[config.mk]
export PLATFORM = sky130hd
export DESIGN_NAME = etat_sequencer
export DESIGN_NICKNAME = d
export VERILOG_FILES = /design/src/hdl/etat_pkg.sv /design/src/hdl/etat_sequencer.sv
export VERILOG_INCLUDE_DIRS = /design/src /design/src/hdl
export SDC_FILE = /design/constraint.sdc
export NUM_CORES = 1
export LEC_CHECK = 0
export BUFFER_PORTS_ARGS = -buffer_cell sky130_fd_sc_hd__buf_2
export CAP_MARGIN = 5
export CORE_UTILIZATION = 38
export CTS_CLUSTER_DIAMETER = 150
export DETAILED_ROUTE_END_ITERATION = 12
export PLACE_DENSITY = 0.61
export SYNTH_ARGS = -nofsm -noshare
export SYNTH_HDL_FRONTEND = slang
export SYNTH_SLANG_ARGS = --single-unit
export TNS_END_PERCENT = 1
[constraint.sdc]
create_clock -name ref_clk -period 5 [get_ports ref_clk]
set_input_delay 0.25 -clock ref_clk [delete_from_list [all_inputs] [get_ports ref_clk]]
set_output_delay 0.25 -clock ref_clk [all_outputs]
set_load 0.03 [all_outputs]
[src/hdl/etat_params.svh]
// constants for the edge trigger acquisition timing sequencer
// assumes a 250 MHz ref_clk; all user times are in 1 us ticks
// Function
// Only a rising trigger edge starts a cycle; that edge is the reference.
// Trigger source keeps the input high at least 10 ns after rising.
// Trigger event is declared 20 to 30 ns after the rising edge.
// Event, initial busy plus acquisition delay, integration, final busy.
// Single strobe delay counts from the trigger event, in 1 us steps.
// Single strobe goes high after its delay for the programmed width.
// Single strobe is forced low when integration ends.
// Continuous strobe train starts exactly when integration starts.
// Only full continuous strobe periods are emitted inside integration.
// Train is active only when its period is below integration time.
// Acquisition delay 0 to 335500 us, 1 us steps, before integration.
// Initial busy is 1 us if integration >= 218 us, else 219 minus it.
// Each continuous pulse is high half the period, low the other half; code lowers it after contPeriod>>1 us, never for a 1 us period.
// Acquisition delay never changes the integration length.
// A 1 us tick from the system clock drives all timing counters; the event delay counter evtCnt counts ref_clk cycles instead.
// Further rising edges are ignored until final busy has ended.
`ifndef ETAT_PARAMS_SVH
`define ETAT_PARAMS_SVH
`define ETAT_CLK_MHZ 250
`define ETAT_TICK_US 1
`define ETAT_TICK_CYC (`ETAT_CLK_MHZ * `ETAT_TICK_US)
`define ETAT_EVT_DLY_MIN_NS 20
`define ETAT_EVT_DLY_MAX_NS 30
`define ETAT_CLK_PERIOD_NS 4
// least delay rounded up to whole cycles
`define ETAT_EVT_DLY_CYC \
    ((`ETAT_EVT_DLY_MIN_NS + `ETAT_CLK_PERIOD_NS - 1) / `ETAT_CLK_PERIOD_NS)
`define ETAT_ACQ_DLY_MAX_US 335500
`define ETAT_BUSY1_SHORT_US 1
`define ETAT_BUSY1_LIMIT_US 218
`define ETAT_BUSY1_BASE_US 219
`define ETAT_BUSY2_US 218
`endif

[src/hdl/etat_pkg.sv]
// types for the edge trigger acquisition timing sequencer
// assumes etat_params.svh supplies the numeric constants
package etat_pkg;
    typedef enum logic [2:0] {
        IDLE,
        EVTDLY,
        BUSY1,
        INTEG,
        BUSY2
    } etat_state_t;
endpackage : etat_pkg

[src/hdl/etat_sequencer.sv]
// edge trigger acquisition sequencer with single and continuous strobes
// assumes trigIn is asynchronous; config ports are static during a cycle
`timescale 1ns/1ps
`include "etat_params.svh"
module etat_sequencer #(
    parameter int TW = 32,
    parameter int BUSY2_US = `ETAT_BUSY2_US
) (
    // clock and reset
    input wire logic ref_clk,
    input wire logic rst_b,
    // trigger pin
    input wire logic trigIn,
    // configuration, in microseconds
    input wire logic [TW-1:0] acqDelay,
    input wire logic [TW-1:0] integTime,
    input wire logic [TW-1:0] strobeDelay,
    input wire logic [TW-1:0] singlePulseWidth,
    input wire logic [TW-1:0] contPeriod,
    // outputs
    output logic singleStrobe,
    output logic contStrobe,
    output logic busy,
    output logic integrating,
    output logic triggerEvent
);
    localparam int ECW = 4;
    localparam int TKW = 8;
    localparam logic [ECW-1:0] EVT_CYC = ECW'(`ETAT_EVT_DLY_CYC);
    localparam logic [TKW-1:0] TICK_LAST = TKW'(`ETAT_TICK_CYC - 1);

    logic trigMeta, trigSync, trigPrev;
    logic [TKW-1:0] tickCnt, next_tickCnt;
    logic tick;
    etat_pkg::etat_state_t state, next_state;
    logic [ECW-1:0] evtCnt, next_evtCnt;
    logic [TW-1:0] phaseCnt, next_phaseCnt;
    logic [TW-1:0] ssCnt, next_ssCnt;
    logic ssPhase, next_ssPhase; // 0 delay, 1 width
    logic ssDone, next_ssDone;
    logic [TW-1:0] csCnt, next_csCnt;
    logic [TW-1:0] intLeft, next_intLeft;
    logic next_single, next_cont, next_busy, next_integ, next_evt;
    logic [TW-1:0] busy1Time;
    logic rise;

    // train runs only for a non-zero period below the integration time
    function automatic logic trainAllowed(input logic [TW-1:0] per,
                                          input logic [TW-1:0] integ);
        return (per != '0) && (per < integ);
    endfunction : trainAllowed

    // initial busy depends on integration time
    always_comb begin
        if (integTime >= TW'(`ETAT_BUSY1_LIMIT_US)) begin
            busy1Time = TW'(`ETAT_BUSY1_SHORT_US);
        end else begin
            busy1Time = TW'(`ETAT_BUSY1_BASE_US) - integTime;
        end
    end

    assign rise = trigSync && !trigPrev;
    assign tick = (tickCnt == TICK_LAST);

    // synchroniser and tick divider
    always_comb begin
        next_tickCnt = tick ? '0 : tickCnt + 1'b1;
        if (state == etat_pkg::EVTDLY && evtCnt == '0) begin
            next_tickCnt = '0;
        end
    end

    always_ff @(posedge ref_clk) begin
        if (!rst_b) begin
            trigMeta <= 1'b0;
            trigSync <= 1'b0;
            trigPrev <= 1'b0;
            tickCnt <= '0;
        end else begin
            trigMeta <= trigIn;
            trigSync <= trigMeta;
            trigPrev <= trigSync;
            tickCnt <= next_tickCnt;
        end
    end

    // sequence and strobes
    always_comb begin
        next_state = state;
        next_evtCnt = evtCnt;
        next_phaseCnt = phaseCnt;
        next_ssCnt = ssCnt;
        next_ssPhase = ssPhase;
        next_ssDone = ssDone;
        next_csCnt = csCnt;
        next_intLeft = intLeft;
        next_single = singleStrobe;
        next_cont = contStrobe;
        next_evt = 1'b0;
        case (state)
            etat_pkg::IDLE: begin
                next_single = 1'b0;
                next_cont = 1'b0;
                if (rise) begin
                    next_state = etat_pkg::EVTDLY;
                    // synchroniser already spent three cycles
                    next_evtCnt = EVT_CYC - ECW'(3);
                end
            end
            etat_pkg::EVTDLY: begin
                if (evtCnt == '0) begin
                    next_evt = 1'b1;
                    next_state = etat_pkg::BUSY1;
                    next_phaseCnt = busy1Time + acqDelay;
                    next_ssCnt = strobeDelay;
                    next_ssPhase = 1'b0;
                    next_ssDone = 1'b0;
                    if (strobeDelay == '0 && singlePulseWidth != '0) begin
                        next_single = 1'b1;
                        next_ssPhase = 1'b1;
                        next_ssCnt = singlePulseWidth;
                    end
                end else begin
                    next_evtCnt = evtCnt - 1'b1;
                end
            end
            etat_pkg::BUSY1, etat_pkg::INTEG: begin
                if (tick && !ssDone) begin
                    if (ssCnt > TW'(1)) begin
                        next_ssCnt = ssCnt - 1'b1;
                    end else if (!ssPhase && singlePulseWidth != '0) begin
                        next_single = 1'b1;
                        next_ssPhase = 1'b1;
                        next_ssCnt = singlePulseWidth;
                    end else begin
                        next_single = 1'b0;
                        next_ssDone = 1'b1;
                    end
                end
                if (state == etat_pkg::BUSY1 && tick) begin
                    if (phaseCnt <= TW'(1)) begin
                        next_state = etat_pkg::INTEG;
                        next_phaseCnt = integTime;
                        next_intLeft = integTime;
                        next_csCnt = '0;

                        next_cont = trainAllowed(contPeriod, integTime);
                    end else begin
                        next_phaseCnt = phaseCnt - 1'b1;
                    end
                end
                if (state == etat_pkg::INTEG && tick) begin
                    next_intLeft = intLeft - 1'b1;
                    if (csCnt + 1'b1 >= contPeriod) begin
                        next_csCnt = '0;
                        // start a new period only if it fits
                        next_cont = trainAllowed(contPeriod, integTime) &&
                                    (contPeriod <= intLeft - 1'b1);
                    end else begin
                        next_csCnt = csCnt + 1'b1;
                        if (csCnt + 1'b1 == (contPeriod >> 1)) begin
                            next_cont = 1'b0;
                        end
                    end
                    if (phaseCnt <= TW'(1)) begin
                        next_state = etat_pkg::BUSY2;
                        next_phaseCnt = TW'(BUSY2_US);
                        next_single = 1'b0;
                        next_ssDone = 1'b1;
                        next_cont = 1'b0;
                    end else begin
                        next_phaseCnt = phaseCnt - 1'b1;
                    end
                end
            end
            etat_pkg::BUSY2: begin
                next_single = 1'b0;
                next_cont = 1'b0;
                if (tick) begin
                    if (phaseCnt <= TW'(1)) begin
                        next_state = etat_pkg::IDLE;
                    end else begin
                        next_phaseCnt = phaseCnt - 1'b1;
                    end
                end
            end
            default: begin
                next_state = etat_pkg::IDLE;
            end
        endcase
        next_busy = (next_state != etat_pkg::IDLE);
        next_integ = (next_state == etat_pkg::INTEG);
    end

    always_ff @(posedge ref_clk) begin
        if (!rst_b) begin
            state <= etat_pkg::IDLE;
            evtCnt <= '0;
            phaseCnt <= '0;
            ssCnt <= '0;
            ssPhase <= 1'b0;
            ssDone <= 1'b1;
            csCnt <= '0;
            intLeft <= '0;
            singleStrobe <= 1'b0;
            contStrobe <= 1'b0;
            busy <= 1'b0;
            integrating <= 1'b0;
            triggerEvent <= 1'b0;
        end else begin
            state <= next_state;
            evtCnt <= next_evtCnt;
            phaseCnt <= next_phaseCnt;
            ssCnt <= next_ssCnt;
            ssPhase <= next_ssPhase;
            ssDone <= next_ssDone;
            csCnt <= next_csCnt;
            intLeft <= next_intLeft;
            singleStrobe <= next_single;
            contStrobe <= next_cont;
            busy <= next_busy;
            integrating <= next_integ;
            triggerEvent <= next_evt;
        end
    end
endmodule : etat_sequencer

==> metrics.txt <==
# TYPE chip_impl_metric gauge
chip_impl_metric{name="place.port_buffers",unit=""} 167
chip_impl_metric{name="die_y",unit="um"} 197
chip_impl_metric{name="ys_types",unit=""} 84
chip_impl_metric{name="critPathRequiredTime",unit="ns"} 5.34
chip_impl_metric{name="cp_data_arrival_time",unit="ns"} 4.94
chip_impl_metric{name="tritoncts_num_sinks",unit=""} 153
chip_impl_metric{name="cts_made_buffers",unit=""} 17
chip_impl_metric{name="worst-path-max-fanout",unit=""} 6
chip_impl_metric{name="overflow",unit=""} 0
chip_impl_metric{name="mappedNetlistNets",unit=""} 2260
chip_impl_metric{name="synth_top_cell_area_share",unit=""} 0.211
chip_impl_info{name="clock_tree.root_cell",value="clkbuf_16"} 1
chip_impl_metric{name="fin_skew",unit="ns"} 0.0127
chip_impl_info{name="setup.worst_path.class",value="reg -> reg"} 1
chip_impl_info{name="worstHoldPathType",value="in -> reg"} 1
chip_impl_info{name="end_kind",value="register"} 1
chip_impl_metric{name="fin_tns_setup",unit="ns"} 0
chip_impl_metric{name="wire_per_inst",unit="um"} 19.7
chip_impl_metric{name="io_pins",unit=""} 168
chip_impl_metric{name="setup_viol",unit=""} 0
chip_impl_metric{name="max_cap_violations",unit=""} 0
chip_impl_info{name="synth_flop_cell",value="dfxtp_1"} 1
chip_impl_metric{name="clock_latency",unit="ns"} 0.46
chip_impl_info{name="tritoncts",value="built"} 1
chip_impl_metric{name="area.growth.synth_to_final",unit="%"} 13.8
chip_impl_info{name="status",value="finished clean"} 1
chip_impl_metric{name="cell_pwr_density",unit="nW/um^2"} 214
chip_impl_metric{name="placedCellCount",unit=""} 2569
chip_impl_metric{name="detailroute.via_count",unit=""} 15500
chip_impl_metric{name="synth.yosys.warnings",unit=""} 0
chip_impl_metric{name="holdWs",unit="ns"} 0.0182
chip_impl_metric{name="floorplan.initialDensity",unit=""} 0.386
chip_impl_metric{name="power.leakage",unit="uW"} 0.00721
chip_impl_metric{name="post_layout_nonfiller_instances",unit=""} 2601
chip_impl_metric{name="placement_stage_worst_setup_slack",unit="ns"} 0.0359
chip_impl_metric{name="grt_start_max_net_pins",unit=""} 57
chip_impl_metric{name="max_slew.worst_pin.slew",unit="ns"} 1.14
chip_impl_metric{name="async_s_r_ff_share_synth",unit=""} 0
chip_impl_metric{name="final_layout_size_suffix_gt1_frac",unit=""} 0.140
chip_impl_metric{name="register_area",unit="sq um"} 3060
chip_impl_metric{name="final.min_clock_period",unit="ns"} 4.60
chip_impl_metric{name="clk_path_buf_depth",unit=""} 2
chip_impl_metric{name="pre_repair_dr_iteration_count",unit=""} 6
chip_impl_metric{name="fp-row-count",unit=""} 71
chip_impl_metric{name="drt_drc_violations_left",unit=""} 0
chip_impl_metric{name="multi_input_comb_area",unit="sq um"} 10700
chip_impl_metric{name="synthesis.area",unit="sq um"} 14500
chip_impl_metric{name="antenna_found_initial",unit=""} 2
chip_impl_metric{name="globalplace.congestion",unit=""} 0.943
chip_impl_metric{name="ys_ff_latch",unit=""} 153
chip_impl_info{name="setup_repair_after_global_routing_missed_its_margin",value="true"} 1
chip_impl_metric{name="min_period_over_period",unit=""} 0.921
chip_impl_info{name="synth_top_cell_by_area",value="dfxtp_1"} 1
chip_impl_info{name="start_kind",value="register"} 1
chip_impl_metric{name="ctsHtreeMaxLevel",unit=""} 4
chip_impl_metric{name="synth-seq-area-share",unit=""} 0.211
chip_impl_metric{name="maxSlewHeadroom",unit=""} 0.236
chip_impl_info{name="synth_area_leaders",value="dfxtp_1 21%, ha_1 12%, xnor2_1 6.0%, nor2_1 5.1%, a21oi_1 5.1%"} 1
chip_impl_metric{name="cts.reportedPaths.clkPinSlew",unit="ns"} 0.07
chip_impl_metric{name="synth-edff-count",unit=""} 0
chip_impl_metric{name="fp.dieArea",unit="sq um"} 38900
chip_impl_metric{name="synthCells",unit=""} 1957
chip_impl_metric{name="track_usage",unit=""} 0.263
chip_impl_metric{name="final_hold_viol_count",unit=""} 0
chip_impl_metric{name="design_area",unit="sq um"} 16500
chip_impl_metric{name="setup_ws",unit="ns"} 0.397
chip_impl_metric{name="ir_drop",unit="uV"} 205
chip_impl_metric{name="slew_violations",unit=""} 0
chip_impl_metric{name="grt_pass1_wl",unit="um"} 80200
chip_impl_metric{name="die_w",unit="um"} 197
chip_impl_metric{name="cell_area_placed",unit="sq um"} 15900
chip_impl_metric{name="synth_area_per_cell",unit="sq um"} 7.41
chip_impl_metric{name="post_cts_buffers",unit=""} 0
chip_impl_metric{name="core_area",unit="sq um"} 37600
chip_impl_metric{name="route.antenna.remaining_nets",unit=""} 0
chip_impl_metric{name="nets",unit=""} 2380
chip_impl_metric{name="detail_route.vias_per_cell",unit=""} 5.95
chip_impl_metric{name="first_iteration_detailed_routing_drc_count",unit=""} 1263
chip_impl_metric{name="grt_pass1_vias",unit=""} 14500
chip_impl_metric{name="final.fill_count",unit=""} 3829
chip_impl_metric{name="postRouteWirelength",unit="um"} 51300
chip_impl_metric{name="detailed_place_hpwl",unit="um"} 39400
chip_impl_metric{name="max_freq",unit="MHz"} 217
[logic make-up after synthesis]
group	Yosys count	synth area share
simple gates	720	0.252
compound gates	577	0.261
buf+inv	210	0.0578
flops	153	0.211
xor+xnor	151	0.0921
fa+ha+maj	140	0.121
mux	6	0.00440
[stage by stage]
| stage | util | power [uW] |
|---|---|---|
| after global placement | 0.422 | 2120 |
| after CTS | 0.438 | 3550 |
| after detailed placement | 0.422 | 2130 |
| after floorplan | - | 1830 |
| final | 0.439 | 3530 |
| after global routing | 0.439 | 3690 |
[power by group]
group / total (uW) / switching (uW) / internal (uW)
combinational: 844 / 539 / 305
sequential: 1270 / 31.0 / 1240
clock: 1420 / 619 / 797
[sequential cells by signal, summed over array words and instances, names as in the netlist, 3 cells and up]
register,count
csCnt,32
evtCnt,4
intLeft,32
phaseCnt,32
ssCnt,32
state,3
tickCnt,8
[synthesized netlist by cell type (5+ instances only)]
cell type	instances
o221ai_1	9
o211ai_1	6
nand2_1	165
o22ai_1	11
and4_1	8
o31ai_1	20
a311oi_1	8
a22oi_1	28
or4_1	11
o21ai_1	48
and3_1	31
ha_1	139
or3_1	15
nor2b_1	15
or2_2	8
a31oi_1	19
a41oi_1	14
nand4_1	38
a211oi_1	42
a211oi_2	5
o2111ai_1	7
xor2_1	51
xnor2_1	99
nor3b_1	5
dfxtp_1	153
o21a_1	5
nand3b_1	5
buf_2	22
clkbuf_1	70
and2_1	17
inv_1	105
nor2_1	198
nor3_1	65
buf_1	7
a21oi_1	147
nor4_1	52
nand2b_1	11
a221oi_1	22
nand3_1	49
a21o_1	47
a211o_1	5
a221o_1	5
o21ai_0	88
[layout make-up]
class,count,share of cell area
multi-input cells,1594,0.646
inverters,106,0.0242
repair buffers,205,0.0687
well taps,511,0.0387
clock buffers,17,0.0258
diodes,1,0.000152
clock inverters,14,0.0113
flip-flops and latches,153,0.186
[critical path, stage by stage, from the launching register on]
cell	delay, ns
dfxtp_1	0.36
inv_1	0.09
ha_1	0.24
nor3b_2	0.30
nand2_1	0.15
or3_1	0.40
nor4b_2	0.37
nand2_2	0.19
nor4b_2	0.35
xnor2_1	0.17
ha_1	0.32
and4_1	0.20
and3_1	0.22
nand4_1	0.12
nor2_1	0.12
inv_1	0.05
o21ai_0	0.13
nor2_1	0.07
o2111ai_1	0.18
a21oi_1	0.09
or3_1	0.37
[repair_timing]
| item | CTS | global route |
|---|---|---|
| resized for setup | 0 | 5 |
| setup endpoints to repair | 0 | 2 |
| hold buffers | 0 | 0 |
[path summary, 6_finish.rpt]
check / from / end / slack (ns) / cells past startpoint
max: intLeft[0]$_SDFFE_PN0P_ / contStrobe$_SDFFE_PN0P_ / 0.40 / 20
min: trigIn / trigMeta$_SDFF_PN0_ / 0.02 / 2
max reg2reg: intLeft[0]$_SDFFE_PN0P_ / contStrobe$_SDFFE_PN0P_ / 0.40 / 20
min reg2reg: trigMeta$_SDFF_PN0_ / trigSync$_SDFF_PN0_ / 0.44 / 1
[metal layers]
metal / wire, um / global-route usage
met1: 22900 / 0.349
met2: 23300 / 0.428
met3: 3230 / 0.0326
met4: 1800 / 0.111
met5: 11 / 0
[cell usage in the layout, fill, tap and decap left out, types with 6 or more instances in the layout]
master / n
a311oi_1: 8
a21o_1: 47
o31ai_1: 20
o2111ai_1: 6
nor2b_1: 15
or3_1: 15
nor4_1: 51
ha_1: 139
inv_6: 6
clkbuf_16: 17
a221oi_1: 22
and2_1: 17
nand2b_1: 11
buf_4: 37
a41oi_1: 14
a211oi_1: 42
and4_1: 8
o21ai_0: 87
nand4_1: 38
nor3_1: 63
a22oi_1: 28
a31oi_1: 19
and3_1: 31
or4_1: 11
xor2_1: 51
o22ai_1: 11
dfxtp_1: 153
or2_2: 8
nor2_1: 196
inv_1: 104
o221ai_1: 9
a21oi_1: 147
o21ai_1: 48
xnor2_1: 99
nand2_1: 164
o211ai_1: 6
nand3_1: 49
buf_2: 167
Power figures use the tool's default switching activity.
